## src/core/csp_pkg.sv

```systemverilog
/*
  csp_pkg: constants, layouts and types shared by the processing-state
  sequencer (device end) and the core/peripheral model (host end).
  Assumes a single 50 MHz clock domain for both ends.
*/
`default_nettype none
package csp_pkg;
  // power-down control register layout
  localparam int PDC_W = 8;
  localparam int PDC_DEPTH_BIT = 7;
  localparam int MSTP_W = 5;
  localparam int MOD_PRODUCT_UNIT = 4;
  localparam int MOD_DIV = 3;
  localparam int MOD_FRT = 2;
  localparam int MOD_SCI = 1;
  localparam int MOD_DMA = 0;
  localparam logic [PDC_W-1:0] PDC_RST = 8'h00;
  // modules whose registers survive a clock stop
  localparam logic [MSTP_W-1:0] REG_KEEP_MASK = 5'h19;

  // vector table and stack layout (byte addresses)
  localparam logic [31:0] VEC_PC_ADDR = 32'h0000_0000;
  localparam logic [31:0] VEC_SP_ADDR = 32'h0000_0004;
  localparam logic [31:0] VEC_IRQ_ADDR = 32'h0000_0008;
  localparam logic [31:0] VEC_DMAERR_ADDR = 32'h0000_000c;
  localparam logic [31:0] VEC_NMI_ADDR = 32'h0000_0010;
  localparam logic [31:0] STK_WORD = 32'h0000_0004;
  localparam logic [31:0] STK_TWO = 32'h0000_0008;

  // oscillator stabilization wait
  localparam int unsigned CLK_PERIOD_NS = 20;
  localparam int unsigned OSC_STAB_NS = 100000;
  localparam int unsigned OSC_STAB_CYC = (OSC_STAB_NS + CLK_PERIOD_NS - 1) / CLK_PERIOD_NS;
  localparam int OSC_CNT_W = 16;

  // host register map (byte offsets)
  localparam logic [5:0] HR_CTRL = 6'h00;
  localparam logic [5:0] HR_PDC = 6'h04;
  localparam logic [5:0] HR_SP = 6'h08;
  localparam logic [5:0] HR_PC = 6'h0c;
  localparam logic [5:0] HR_SR = 6'h10;
  localparam logic [5:0] HR_STATUS = 6'h14;
  localparam int HR_MEM_BIT = 5;
  localparam int MEM_DEPTH = 8;

  // host control bits
  localparam int CB_HALT = 0;
  localparam int CB_DMAERR = 1;
  localparam int CB_IRQ = 2;
  localparam int CB_BUSREQ = 3;
  localparam int CB_DMAME = 4;
  localparam int CB_CACHE = 5;
  localparam int CB_MACOP = 6;
  localparam int CB_MULBUSY = 7;

  // host status bits
  localparam int SB_STATE = 0;
  localparam int SB_CPUCLK = 3;
  localparam int SB_PERCLK = 4;
  localparam int SB_OSC = 5;
  localparam int SB_GRANT = 6;
  localparam int SB_POR = 7;
  localparam int SB_MANUAL = 8;
  localparam int SB_MACINV = 9;
  localparam int SB_RAMUNDEF = 10;
  localparam int SB_REFUSED = 11;
  localparam int SB_MODCLK = 16;

  typedef enum logic [2:0] {
    ST_RESET = 3'b000,
    ST_EXC = 3'b001,
    ST_BUSREL = 3'b010,
    ST_EXEC = 3'b011,
    ST_PDOWN = 3'b100
  } csp_state_e;

  // word index of a bus address into the host's small memory
  function automatic logic [2:0] csp_mem_idx(input logic [31:0] a);
    csp_mem_idx = a[4:2];
  endfunction : csp_mem_idx
endpackage : csp_pkg
`default_nettype wire

```

## src/core/csp_if.sv

```systemverilog
/*
  csp_if: signals between the processing-state sequencer and the
  core/peripheral side. Assumes both ends share mclk.
*/
`default_nettype none
interface csp_if;
  import csp_pkg::*;
  // sequencer to core side
  logic cyc_req;
  logic cyc_we;
  logic [31:0] cyc_addr;
  logic [31:0] cyc_wdata;
  logic pc_load;
  logic [31:0] pc_val;
  logic sp_load;
  logic [31:0] sp_val;
  logic cpu_clk_en;
  logic periph_clk_en;
  logic osc_en;
  logic periph_init;
  logic [MSTP_W-1:0] mod_clk_en;
  logic [MSTP_W-1:0] mod_pin_rst;
  logic [MSTP_W-1:0] mod_reg_init;
  logic [MSTP_W-1:0] vec_hold;
  logic bus_grant;
  logic cpu_hold;
  logic mac_invalid;
  logic ram_undef;
  logic por_flag;
  logic manual_flag;
  logic [PDC_W-1:0] pdc_rdata;
  logic [2:0] proc_state;
  // core side to sequencer
  logic cyc_ack;
  logic [31:0] cyc_rdata;
  logic halt_exec;
  logic irq_req;
  logic dma_addr_err;
  logic bus_req;
  logic product_unit_busy;
  logic [31:0] cur_pc;
  logic [31:0] cur_sp;
  logic [31:0] cur_sr;
  logic pdc_wr;
  logic [PDC_W-1:0] pdc_wdata;

  modport dev (
    output cyc_req, cyc_we, cyc_addr, cyc_wdata, pc_load, pc_val, sp_load, sp_val,
    output cpu_clk_en, periph_clk_en, osc_en, periph_init, mod_clk_en, mod_pin_rst,
    output mod_reg_init, vec_hold, bus_grant, cpu_hold, mac_invalid, ram_undef,
    output por_flag, manual_flag, pdc_rdata, proc_state,
    input cyc_ack, cyc_rdata, halt_exec, irq_req, dma_addr_err, bus_req, product_unit_busy,
    input cur_pc, cur_sp, cur_sr, pdc_wr, pdc_wdata
  );
  modport host (
    input cyc_req, cyc_we, cyc_addr, cyc_wdata, pc_load, pc_val, sp_load, sp_val,
    input cpu_clk_en, periph_clk_en, osc_en, periph_init, mod_clk_en, mod_pin_rst,
    input mod_reg_init, vec_hold, bus_grant, cpu_hold, mac_invalid, ram_undef,
    input por_flag, manual_flag, pdc_rdata, proc_state,
    output cyc_ack, cyc_rdata, halt_exec, irq_req, dma_addr_err, bus_req, product_unit_busy,
    output cur_pc, cur_sp, cur_sr, pdc_wr, pdc_wdata
  );
endinterface : csp_if
`default_nettype wire

```

## src/core/csp_dev.sv

```systemverilog
/*
  csp_dev: processing-state sequencer with power-down control register,
  exception entry engine, sleep/standby and module clock stop.
  Assumes the external init pin and nmi pin are synchronous to mclk and
  that the core side answers each memory cycle with cyc_ack.
*/
// Notes on behaviour
// - five states: reset, exception, released, execute, power-down
// - init pin low resets; nmi level picks kind
// - reset exception loads pc and sp from vectors
// - interrupt pushes pc, status word, then vectors
// - halt with depth bit 0 enters sleep
// - sleep exits on reset, interrupt, transfer error
// - halt with depth bit 1 stops everything
// - software clears transfer master enable before standby
// - busy multiply at standby marks accumulator invalid
// - standby keeps cpu registers, ram undefined
// - standby exits on reset or nmi after wait
// - software disables cache before standby
// - five clock stop bits at positions 4..0
// - stopped module pins reset, some registers initialized
// - stopped modules keep interrupt vector settings
// - writing 0 restores a stopped module clock
// - no accumulator instructions while multiplier stopped
// - clear transfer master enable before stopping it
// - bus request releases bus until it ends
`default_nettype none
module csp_dev
  import csp_pkg::*;
#(
  parameter int unsigned OSC_STAB_CYC_P = OSC_STAB_CYC
) (
  input wire logic mclk,
  input wire logic arst_n,
  input wire logic external_init_pin_n,
  input wire logic nmi_pin,
  csp_if.dev link
);
  csp_state_e state, next_state;
  logic [31:0] exc_vec, next_vec;
  logic exc_is_rst, next_is_rst;
  logic nmi_q;
  logic nmi_rise;
  logic pd_standby;
  logic next_sby;
  logic osc_wait;
  logic osc_start;
  logic [OSC_CNT_W-1:0] osc_cnt;
  logic halt_all;
  logic stby_entry;
  logic [1:0] exc_step;
  logic cyc_pend;
  logic exc_done;
  logic [31:0] pc_tmp;
  logic [MSTP_W-1:0] stop_bits;

  assign nmi_rise = nmi_pin & ~nmi_q;
  assign stop_bits = link.pdc_rdata[MSTP_W-1:0];
  assign stby_entry = (state == ST_EXEC) && (next_state == ST_PDOWN) && link.pdc_rdata[PDC_DEPTH_BIT];
  // wake from standby starts the wait; nmi during the wait is ignored
  assign osc_start = (state == ST_PDOWN) && pd_standby && !osc_wait
                     && (nmi_rise || !external_init_pin_n);
  assign next_sby = ((state == ST_EXEC) && (next_state == ST_PDOWN)) ? link.pdc_rdata[PDC_DEPTH_BIT] : pd_standby;
  // clocks stay off until the stabilization count has run out
  assign halt_all = ((next_state == ST_PDOWN) && next_sby)
                    || ((next_state == ST_RESET) && (osc_wait || osc_start));

  // next processing state and the vector the exception engine will use
  always_comb begin
    next_state = state;
    next_vec = exc_vec;
    next_is_rst = exc_is_rst;
    if (!external_init_pin_n) begin
      next_state = ST_RESET;
    end else begin
      case (state)
        ST_RESET: begin
          if (!osc_wait || (osc_cnt == '0)) begin
            next_state = ST_EXC;
            next_vec = VEC_PC_ADDR;
            next_is_rst = 1'b1;
          end
        end
        ST_EXC: begin
          if (exc_done) begin
            next_state = ST_EXEC;
          end
        end
        ST_EXEC: begin
          if (link.bus_req) begin
            next_state = ST_BUSREL;
          end else if (link.halt_exec) begin
            next_state = ST_PDOWN;
          end else if (link.dma_addr_err) begin
            next_state = ST_EXC;
            next_vec = VEC_DMAERR_ADDR;
            next_is_rst = 1'b0;
          end else if (link.irq_req) begin
            next_state = ST_EXC;
            next_vec = VEC_IRQ_ADDR;
            next_is_rst = 1'b0;
          end
        end
        ST_BUSREL: begin
          if (!link.bus_req) begin
            next_state = ST_EXEC;
          end
        end
        ST_PDOWN: begin
          if (!pd_standby) begin
            if (link.dma_addr_err) begin
              next_state = ST_EXC;
              next_vec = VEC_DMAERR_ADDR;
              next_is_rst = 1'b0;
            end else if (link.irq_req) begin
              next_state = ST_EXC;
              next_vec = VEC_IRQ_ADDR;
              next_is_rst = 1'b0;
            end
          end else if (osc_wait && (osc_cnt == '0)) begin
            next_state = ST_EXC;
            next_vec = VEC_NMI_ADDR;
            next_is_rst = 1'b0;
          end
        end
        default: begin
          next_state = ST_RESET;
        end
      endcase
    end
  end

  // state register
  always_ff @(posedge mclk or negedge arst_n) begin
    if (!arst_n) begin
      state <= ST_RESET;
      exc_vec <= VEC_PC_ADDR;
      exc_is_rst <= 1'b1;
      nmi_q <= 1'b0;
    end else begin
      state <= next_state;
      exc_vec <= next_vec;
      exc_is_rst <= next_is_rst;
      nmi_q <= nmi_pin;
    end
  end

  // sleep or standby is chosen at the moment the halt is taken
  always_ff @(posedge mclk or negedge arst_n) begin
    if (!arst_n) begin
      pd_standby <= 1'b0;
    end else if (state == ST_EXEC && next_state == ST_PDOWN) begin
      pd_standby <= link.pdc_rdata[PDC_DEPTH_BIT];
    end
  end

  // oscillator stabilization counter
  always_ff @(posedge mclk or negedge arst_n) begin
    if (!arst_n) begin
      osc_wait <= 1'b0;
      osc_cnt <= '0;
    end else if (osc_start) begin
      osc_wait <= 1'b1;
      osc_cnt <= OSC_CNT_W'(OSC_STAB_CYC_P - 1);
    end else if (osc_wait && (next_state == ST_EXC)) begin
      osc_wait <= 1'b0;
    end else if (osc_wait && (osc_cnt != '0)) begin
      osc_cnt <= osc_cnt - 1'b1;
    end
  end

  // power-down control register; the init pin returns it to reset value
  always_ff @(posedge mclk or negedge arst_n) begin
    if (!arst_n) begin
      link.pdc_rdata <= PDC_RST;
    end else if (!external_init_pin_n) begin
      link.pdc_rdata <= PDC_RST;
    end else if (link.pdc_wr) begin
      link.pdc_rdata <= link.pdc_wdata;
    end
  end

  // clock and module control outputs, decoded from the coming state and the stop bits
  always_ff @(posedge mclk or negedge arst_n) begin
    if (!arst_n) begin
      link.cpu_clk_en <= 1'b1;
      link.periph_clk_en <= 1'b1;
      link.osc_en <= 1'b1;
      link.periph_init <= 1'b0;
      link.mod_clk_en <= '1;
      link.mod_pin_rst <= '0;
      link.mod_reg_init <= '0;
      link.vec_hold <= '0;
      link.bus_grant <= 1'b0;
      link.cpu_hold <= 1'b0;
      link.proc_state <= ST_RESET;
    end else begin
      link.cpu_clk_en <= (next_state != ST_PDOWN) && !halt_all;
      link.periph_clk_en <= !halt_all;
      link.osc_en <= !halt_all;
      link.periph_init <= halt_all;
      link.mod_clk_en <= halt_all ? '0 : ~stop_bits;
      link.mod_pin_rst <= stop_bits;
      link.mod_reg_init <= stop_bits & ~REG_KEEP_MASK;
      link.vec_hold <= stop_bits;
      link.bus_grant <= (next_state == ST_BUSREL);
      link.cpu_hold <= (next_state == ST_PDOWN);
      link.proc_state <= next_state;
    end
  end

  // reset kind and standby side effects; set beats the reset-pin clear
  always_ff @(posedge mclk or negedge arst_n) begin
    if (!arst_n) begin
      link.por_flag <= 1'b0;
      link.manual_flag <= 1'b0;
      link.mac_invalid <= 1'b0;
      link.ram_undef <= 1'b0;
    end else begin
      if (!external_init_pin_n) begin
        link.por_flag <= nmi_pin;
        link.manual_flag <= !nmi_pin;
      end
      if (stby_entry && link.product_unit_busy) begin
        link.mac_invalid <= 1'b1;
      end else if (!external_init_pin_n) begin
        link.mac_invalid <= 1'b0;
      end
      if (stby_entry) begin
        link.ram_undef <= 1'b1;
      end else if (!external_init_pin_n) begin
        link.ram_undef <= 1'b0;
      end
    end
  end

  // exception entry engine: one memory cycle per step, waits for ack
  always_ff @(posedge mclk or negedge arst_n) begin
    if (!arst_n) begin
      exc_step <= '0;
      cyc_pend <= 1'b0;
      exc_done <= 1'b0;
      pc_tmp <= '0;
      link.cyc_req <= 1'b0;
      link.cyc_we <= 1'b0;
      link.cyc_addr <= '0;
      link.cyc_wdata <= '0;
      link.pc_load <= 1'b0;
      link.pc_val <= '0;
      link.sp_load <= 1'b0;
      link.sp_val <= '0;
    end else begin
      link.pc_load <= 1'b0;
      link.sp_load <= 1'b0;
      link.cyc_req <= 1'b0;
      if (state != ST_EXC) begin
        exc_step <= '0;
        cyc_pend <= 1'b0;
        exc_done <= 1'b0;
      end else if (!exc_done && !cyc_pend) begin
        cyc_pend <= 1'b1;
        link.cyc_req <= 1'b1;
        if (exc_is_rst) begin
          link.cyc_we <= 1'b0;
          link.cyc_addr <= (exc_step == 2'd0) ? exc_vec : VEC_SP_ADDR;
        end else if (exc_step == 2'd0) begin
          link.cyc_we <= 1'b1;
          link.cyc_addr <= link.cur_sp - STK_WORD;
          link.cyc_wdata <= link.cur_pc;
        end else if (exc_step == 2'd1) begin
          link.cyc_we <= 1'b1;
          link.cyc_addr <= link.cur_sp - STK_TWO;
          link.cyc_wdata <= link.cur_sr;
        end else begin
          link.cyc_we <= 1'b0;
          link.cyc_addr <= exc_vec;
        end
      end else if (!exc_done && link.cyc_ack) begin
        cyc_pend <= 1'b0;
        exc_step <= exc_step + 1'b1;
        if (exc_is_rst && exc_step == 2'd0) begin
          pc_tmp <= link.cyc_rdata;
        end else if (exc_is_rst) begin
          link.pc_val <= pc_tmp;
          link.sp_val <= link.cyc_rdata;
          link.pc_load <= 1'b1;
          link.sp_load <= 1'b1;
          exc_done <= 1'b1;
        end else if (exc_step == 2'd2) begin
          link.pc_val <= link.cyc_rdata;
          link.sp_val <= link.cur_sp - STK_TWO;
          link.pc_load <= 1'b1;
          link.sp_load <= 1'b1;
          exc_done <= 1'b1;
        end
      end
    end
  end
endmodule : csp_dev
`default_nettype wire

```

## src/flat_wrapper.sv

```systemverilog
// flat-port wrapper written by rule: the top's interface ports become plain ports
module csp_dev_flat import csp_pkg::*;
#(
  parameter int unsigned OSC_STAB_CYC_P = OSC_STAB_CYC
)
  (mclk, arst_n, external_init_pin_n, nmi_pin, link_cyc_req, link_cyc_we, link_cyc_addr, link_cyc_wdata, link_pc_load, link_pc_val, link_sp_load, link_sp_val, link_cpu_clk_en, link_periph_clk_en, link_osc_en, link_periph_init, link_mod_clk_en, link_mod_pin_rst, link_mod_reg_init, link_vec_hold, link_bus_grant, link_cpu_hold, link_mac_invalid, link_ram_undef, link_por_flag, link_manual_flag, link_pdc_rdata, link_proc_state, link_cyc_ack, link_cyc_rdata, link_halt_exec, link_irq_req, link_dma_addr_err, link_bus_req, link_product_unit_busy, link_cur_pc, link_cur_sp, link_cur_sr, link_pdc_wr, link_pdc_wdata);
  csp_if link_i ();
  input wire logic mclk;
  input wire logic arst_n;
  input wire logic external_init_pin_n;
  input wire logic nmi_pin;
  output wire logic [$bits(link_i.cyc_req)-1:0] link_cyc_req;
  output wire logic [$bits(link_i.cyc_we)-1:0] link_cyc_we;
  output wire logic [$bits(link_i.cyc_addr)-1:0] link_cyc_addr;
  output wire logic [$bits(link_i.cyc_wdata)-1:0] link_cyc_wdata;
  output wire logic [$bits(link_i.pc_load)-1:0] link_pc_load;
  output wire logic [$bits(link_i.pc_val)-1:0] link_pc_val;
  output wire logic [$bits(link_i.sp_load)-1:0] link_sp_load;
  output wire logic [$bits(link_i.sp_val)-1:0] link_sp_val;
  output wire logic [$bits(link_i.cpu_clk_en)-1:0] link_cpu_clk_en;
  output wire logic [$bits(link_i.periph_clk_en)-1:0] link_periph_clk_en;
  output wire logic [$bits(link_i.osc_en)-1:0] link_osc_en;
  output wire logic [$bits(link_i.periph_init)-1:0] link_periph_init;
  output wire logic [$bits(link_i.mod_clk_en)-1:0] link_mod_clk_en;
  output wire logic [$bits(link_i.mod_pin_rst)-1:0] link_mod_pin_rst;
  output wire logic [$bits(link_i.mod_reg_init)-1:0] link_mod_reg_init;
  output wire logic [$bits(link_i.vec_hold)-1:0] link_vec_hold;
  output wire logic [$bits(link_i.bus_grant)-1:0] link_bus_grant;
  output wire logic [$bits(link_i.cpu_hold)-1:0] link_cpu_hold;
  output wire logic [$bits(link_i.mac_invalid)-1:0] link_mac_invalid;
  output wire logic [$bits(link_i.ram_undef)-1:0] link_ram_undef;
  output wire logic [$bits(link_i.por_flag)-1:0] link_por_flag;
  output wire logic [$bits(link_i.manual_flag)-1:0] link_manual_flag;
  output wire logic [$bits(link_i.pdc_rdata)-1:0] link_pdc_rdata;
  output wire logic [$bits(link_i.proc_state)-1:0] link_proc_state;
  input wire logic [$bits(link_i.cyc_ack)-1:0] link_cyc_ack;
  input wire logic [$bits(link_i.cyc_rdata)-1:0] link_cyc_rdata;
  input wire logic [$bits(link_i.halt_exec)-1:0] link_halt_exec;
  input wire logic [$bits(link_i.irq_req)-1:0] link_irq_req;
  input wire logic [$bits(link_i.dma_addr_err)-1:0] link_dma_addr_err;
  input wire logic [$bits(link_i.bus_req)-1:0] link_bus_req;
  input wire logic [$bits(link_i.product_unit_busy)-1:0] link_product_unit_busy;
  input wire logic [$bits(link_i.cur_pc)-1:0] link_cur_pc;
  input wire logic [$bits(link_i.cur_sp)-1:0] link_cur_sp;
  input wire logic [$bits(link_i.cur_sr)-1:0] link_cur_sr;
  input wire logic [$bits(link_i.pdc_wr)-1:0] link_pdc_wr;
  input wire logic [$bits(link_i.pdc_wdata)-1:0] link_pdc_wdata;
  assign link_cyc_req = link_i.cyc_req;
  assign link_cyc_we = link_i.cyc_we;
  assign link_cyc_addr = link_i.cyc_addr;
  assign link_cyc_wdata = link_i.cyc_wdata;
  assign link_pc_load = link_i.pc_load;
  assign link_pc_val = link_i.pc_val;
  assign link_sp_load = link_i.sp_load;
  assign link_sp_val = link_i.sp_val;
  assign link_cpu_clk_en = link_i.cpu_clk_en;
  assign link_periph_clk_en = link_i.periph_clk_en;
  assign link_osc_en = link_i.osc_en;
  assign link_periph_init = link_i.periph_init;
  assign link_mod_clk_en = link_i.mod_clk_en;
  assign link_mod_pin_rst = link_i.mod_pin_rst;
  assign link_mod_reg_init = link_i.mod_reg_init;
  assign link_vec_hold = link_i.vec_hold;
  assign link_bus_grant = link_i.bus_grant;
  assign link_cpu_hold = link_i.cpu_hold;
  assign link_mac_invalid = link_i.mac_invalid;
  assign link_ram_undef = link_i.ram_undef;
  assign link_por_flag = link_i.por_flag;
  assign link_manual_flag = link_i.manual_flag;
  assign link_pdc_rdata = link_i.pdc_rdata;
  assign link_proc_state = link_i.proc_state;
  assign link_i.cyc_ack = link_cyc_ack;
  assign link_i.cyc_rdata = link_cyc_rdata;
  assign link_i.halt_exec = link_halt_exec;
  assign link_i.irq_req = link_irq_req;
  assign link_i.dma_addr_err = link_dma_addr_err;
  assign link_i.bus_req = link_bus_req;
  assign link_i.product_unit_busy = link_product_unit_busy;
  assign link_i.cur_pc = link_cur_pc;
  assign link_i.cur_sp = link_cur_sp;
  assign link_i.cur_sr = link_cur_sr;
  assign link_i.pdc_wr = link_pdc_wr;
  assign link_i.pdc_wdata = link_pdc_wdata;
  csp_dev #(.OSC_STAB_CYC_P(OSC_STAB_CYC_P)) u_core (.mclk(mclk), .arst_n(arst_n), .external_init_pin_n(external_init_pin_n), .nmi_pin(nmi_pin), .link(link_i));
endmodule
```

## config.mk

```make
export PLATFORM = sky130hd
export DESIGN_NAME = csp_dev_flat
export DESIGN_NICKNAME = d
export VERILOG_FILES = /design/src/core/csp_pkg.sv /design/src/core/csp_if.sv /design/src/core/csp_dev.sv /design/src/flat_wrapper.sv
export SDC_FILE = /design/constraint.sdc
export NUM_CORES = 1
export LEC_CHECK = 0
export BUFFER_PORTS_ARGS = -buffer_cell sky130_fd_sc_hd__buf_2
export CAP_MARGIN = 20
export CORE_UTILIZATION = 48
export CTS_CLUSTER_SIZE = 16
export DETAILED_ROUTE_END_ITERATION = 8
export GPL_ROUTABILITY_DRIVEN = 0
export PLACE_DENSITY = 0.76
export SLEW_MARGIN = 5
export SYNTH_ARGS = -nofsm -noshare
export SYNTH_HDL_FRONTEND = slang
export SYNTH_SLANG_ARGS = --single-unit
```

## constraint.sdc

```tcl
create_clock -name mclk -period 2.4 [get_ports mclk]
set_clock_uncertainty 0.2 [all_clocks]
set_input_delay 0.24 -clock mclk [delete_from_list [all_inputs] [get_ports mclk]]
set_output_delay 0.24 -clock mclk [all_outputs]
set_load 0.005 [all_outputs]
```

# Word level (Yosys, flattened, before mapping)
# Cells that the tools add are included.
[op_classes] muxes=72 reduce_logical=46 bitwise_logic=7 addsub=4 eq_ne=21
[op_table] operator="2-to-1 mux 32 bit" count=17
[op_table] operator="case mux 32 bit (3 select lines)" count=1
[op_table] operator="2-to-1 mux 16 bit" count=3
[op_table] operator="2-to-1 mux 1 bit" count=33
[op_table] operator="subtractor 32 x 3 -> 32 bit, second input constant" count=1
[op_table] operator="subtractor 32 x 4 -> 32 bit, second input constant" count=1
[op_table] operator="2-to-1 mux 3 bit" count=10
[op_table] operator="zero test 16 bit" count=1
[op_table] operator="2-to-1 mux 8 bit" count=2
[op_table] operator="nonzero test 16 bit" count=1
[op_table] operator="subtractor 16 x 1 -> 16 bit, second input constant" count=1
[op_table] operator="logical AND 1 bit" count=15
[op_table] operator="case mux 3 bit (5 select lines)" count=1
[op_table] operator="inequality test 2 x 1 -> 1 bit, second input constant" count=7
[op_table] operator="AND reduction 4 bit" count=3
[op_table] operator="nonzero test 2 bit" count=5
[op_table] operator="equality test 3 x 2 -> 1 bit, second input constant" count=3
[op_table] operator="nonzero test 3 bit" count=3
[op_table] operator="equality test 3 x 1 -> 1 bit, second input constant" count=2
[op_table] operator="equality test 3 bit, second input constant" count=2
[op_table] operator="zero test 1 bit" count=6
[op_table] operator="zero test 3 bit" count=2
[op_table] operator="2-to-1 mux 2 bit" count=3
[op_table] operator="inequality test 3 bit, second input constant" count=2
[op_table] operator="other kinds (15)" count=25
[word_totals] register_bits=251

# Longest topological paths before layout
[depth] depth_word=13 ltp_mapped=11 mapped_depth_nobuf=8

# Worst setup path after synthesis
# OpenSTA, ideal clock, no wires.
[synth_path] path_kind="reg2reg" start="register u_core.osc_cnt[0]" end="register u_core.osc_cnt[11]" stages_incl_launch_ff=11 setup_time_ns=0.077 arrival_ns=2.272 path_slack_ns=-0.149 n_path_buf=2 cell_sequence="dfrtp_1 -> inv_1 -> ha_1 -> nor3b_2 -> and4b_4 -> buf_6 -> and3_4 -> buf_6 -> or4_4 -> or3_1 -> a21oi_1"
[synth_via] elab_chain_len=10 word_cells_on_any_way=19
[synth_rtl] element="start, declared" line="csp_dev.sv:48" text="logic [OSC_CNT_W-1:0] osc_cnt;"
[synth_rtl] element="start signal, assigned" line="csp_dev.sv:164" text="osc_cnt <= OSC_CNT_W'(OSC_STAB_CYC_P - 1);"
[synth_rtl] element="start signal, assigned" line="csp_dev.sv:168" text="osc_cnt <= osc_cnt - 1'b1;"
[synth_rtl] element="zero test 16 bit" line="csp_dev.sv:78, csp_dev.sv:120"
[synth_rtl] element="logical AND 1 bit" line="csp_dev.sv:120" text="end else if (osc_wait && (osc_cnt == '0)) begin"
[synth_rtl] element="2-to-1 mux 3 bit" line="csp_dev.sv:120"
[synth_rtl] element="2-to-1 mux 3 bit" line="csp_dev.sv:110" text="if (!pd_standby) begin"
[synth_rtl] element="case mux 3 bit (5 select lines)" line="csp_dev.sv:76" text="case (state)"
[synth_rtl] element="2-to-1 mux 3 bit" line="csp_dev.sv:73" text="if (!external_init_pin_n) begin"
[synth_rtl] element="equality test 3 x 1 -> 1 bit" line="csp_dev.sv:165" text="end else if (osc_wait && (next_state == ST_EXC)) begin"
[synth_rtl] element="logical AND 1 bit" line="csp_dev.sv:165"
[synth_rtl] element="inequality test 2 x 1 -> 1 bit (no line)"
[synth_rtl] element="AND reduction 2 bit (no line)"
# Parallel ways exist; a longest one is shown, timed or not. The select of a mux whose other input is x is not followed.
# A chain may end at the register's enable or synchronous reset.

# Worst setup path after layout
[layout_path] start="register u_core.osc_cnt[1]" end="register u_core.osc_cnt[2]"
# Same word-level chain as after synthesis.

==> reports/metrics.yaml <==
pre_cts_slack_ns: -0.0389
crit_path_top_delay_cell: "dfrtp_1"
grt_max_degree: 70
synth_edf_count: 0
die_y_um: 163
setup_ws_ns: -0.0600
fin_area_sq_um: 17100
place_hpwl_um: 25900
timing.critical_path.arrival_ns: 2.67
syn_to_final_growth_pct: 37.8
fin_crit_ns: 2.46
die-width_um: 163
ant_nets: 0
grt_pass1_wl_um: 61600
max_freq_mhz: 407
drtIter0Drc: 1083
ys_seq_area_frac: 0.503
hold_viol_final: 0
path_cells: "inv_1, ha_2, nor3b_4, and4b_4, nand4_1, a211oi_2, buf_4, nor3_2, or3b_1"
clk_latency_ns: 0.54
wire_per_inst_um: 19.2
drive_gt1_frac: 0.321
p_total_mw: 16.3
tightest_slew_ns: 0.546
ys_seq_elements: 249
hp-class: "input pin to register"
drc: 0
start_util: 0.491
cts_tree: "done"
cts_buffers: 26
postSynthAreaPerCell_sq_um: 9.99
drv_cap: 0
cts_sinks: 249
post-route-util: 0.676
yosys.area.top_type: "dfrtp_1"
violations: "setup timing"
yosysUniqueCellTypes: 82
synthCells: 1241
design.core.area_sq_um: 25300
grt_pass1_vias: 11400
end_kind: "register"
hold_ws_ns: 0.0131
finalCritPeriodShare: 1.03
port_buffers: 316
io_pins: 320
ir_drop_mv: 0.542
grt-ovfl-total: 0
slew_headroom: 0.636
detail_route.wirelength_um: 39700
rsz0062_at_grt: "yes"
dp.cells: 1886
setup_tns_ns: -0.243
num_rows: 58
synth_area_leaders: "dfrtp_1 (49%), mux2i_1 (6.5%), o21ai_0 (4.6%), nand2_1 (4.2%), nor2_1 (3.0%)"
power_density_nw_per_um2: 955
die-area_sq_um: 26500
synth.cell_area_sq_um: 12400
clk_pin_slew_ns: 0.07
htreeDepth: 1
post_drt_via_cell_ratio: 5.66
crit_family: "simple AND/OR/NAND/NOR gates"
drt_pass1_iterations: 5
grt_usage: 0.295
placed_area_sq_um: 14700
worstPathRequired_ns: 2.61
cts_root_buf: "clkbuf_16"
synthFlopType: "dfrtp_1"
p_leak_nw: 8.37
crit_path_max_incr_delay_ns: 0.40
critical_path_class: "register to register"
maxSlewViolCount: 0
antenna_found_initial: 5
synth_top_area_share: 0.486
synthArstFlopShare: 1.00
start_kind: "register"
cts_max_path_buffers: 3
run_status: "complete, but fails checks"
num-nets-final: 1868
crit_buf_inv: 2
vias: 11700
cp_max_fo: 4
setup-violations-final: 5
yosysWarnings: 0
stdcell_count: 2070
[final cells by class]
| class | count | area [sq um] |
|---|---|---|
| diodes | 6 | 15.0 |
| clock buffers | 41 | 808 |
| clock inverters | 7 | 91.3 |
| fillers | 1885 | 8170 |
| inverters | 20 | 77.6 |
| multi-input cells | 879 | 5750 |
| flip-flops and latches | 249 | 6250 |
| well taps | 330 | 413 |
| repair buffers | 538 | 3680 |
[state kept, by name, indices dropped and copies added, names as in the netlist, 2 cells and up]
name / count
u_core.osc_cnt: 16
u_core.exc_step: 2
u_core.link.mod_pin_rst: 5
u_core.link.sp_val: 32
u_core.link.pdc_rdata: 8
u_core.pc_tmp: 32
u_core.link.mod_clk_en: 5
u_core.link.pc_val: 32
u_core.exc_vec: 32
u_core.link.cyc_addr: 32
u_core.link.cyc_wdata: 32
u_core.state: 3
[per-layer routing]
layer / global-route usage / up-vias / wire length (um) / share of wire
li1: - / 5312 / - / -
met2: 0.483 / 590 / 18900 / 0.48
met5: 0 / - / 0 / 0
met1: 0.391 / 5712 / 16500 / 0.42
met3: 0.0494 / 97 / 2950 / 0.074
met4: 0.114 / 0 / 1390 / 0.035
[cell usage in the layout, fill, tap and decap left out, types with 6 or more instances in the layout]
master,synthesis,routed
buf_12,0,8
nor3_1,26,23
o21ai_1,30,30
o31ai_1,7,7
nand2_1,140,140
xnor2_1,16,16
mux2i_1,81,81
a211oi_1,6,6
clkbuf_1,54,6
mux2_2,32,32
nand2b_1,8,8
inv_1,17,17
o22ai_1,9,9
clkbuf_8,2,8
nand4_1,13,13
and3_1,6,6
dfrtp_1,241,239
or3_1,11,10
nor2_1,98,98
a221oi_1,13,11
dlygate4sd3_1,0,127
nor2b_1,11,11
o21ai_0,113,111
diode_2,0,6
a21oi_1,62,60
nor4_2,5,9
buf_4,14,85
and2_1,32,32
a21o_1,6,6
nand3_1,20,18
dfstp_2,8,7
clkbuf_16,0,27
buf_2,18,315
xor2_1,33,33
[path summary, 6_finish.rpt]
kind	slack (ns)	start	to	cells after the start
worst max-delay path	-0.06	u_core.osc_cnt[1]	u_core.osc_cnt[2]	9
worst min-delay path	0.01	link_cur_sp[2]	u_core.link.sp_val[2]	4
worst max register to register	-0.06	u_core.osc_cnt[1]	u_core.osc_cnt[2]	9
worst min register to register	0.24	u_core.link.pdc_rdata[0]	u_core.link.mod_pin_rst[0]	0
max in group asynchronous	1.16	arst_n	u_core.link.cyc_wdata[12]	3
min in group asynchronous	0.04	arst_n	u_core.osc_cnt[10]	2
[logic make-up after synthesis]
group | Yosys count | synth area share
AND/OR/NAND/NOR | 420 | 0.175
adder cells (fa/ha/maj) | 7 | 0.00706
flip-flops | 249 | 0.503
buffers and inverters | 115 | 0.0456
AO/OA/AOI/OAI | 282 | 0.136
other | 1 | 0.000302
XOR/XNOR | 49 | 0.0346
multiplexers | 118 | 0.0990
[cells in the mapped netlist (9+ instances only)]
cell	number
dfrtp_1	241
nand2_1	140
o21ai_0	113
nor2_1	98
mux2i_1	81
a21oi_1	62
clkbuf_1	54
xor2_1	33
and2_1	32
mux2_2	32
o21ai_1	30
nor3_1	26
nand3_1	20
buf_2	18
inv_1	17
xnor2_1	16
buf_4	14
a221oi_1	13
nand4_1	13
nor2b_1	11
or3_1	11
nor4_1	9
o22ai_1	9
[timing repair]
item,4_1_cts,5_1_grt
gates resized for setup,2,30
hold buffers,127,0
buffers inserted,2,1
pin swaps,4,6
hold endpoints to repair,362,0
endpoints found under the setup margin,18,127
cloned,0,0
[power breakdown]
part	leakage, nW	internal, mW	switching [mW]	total (mW)
logic	4.73	2.54	2.99	5.53
clock network	0.442	2.52	1.71	4.23
registers	3.20	5.62	0.945	6.57
[tightest hold or removal path, cell delays in order]
cell and delay [ns]:
buf_2 0.09, buf_4 0.17, mux2i_1 0.08, o21ai_0 0.13
(Power assumes the default switching activity.)
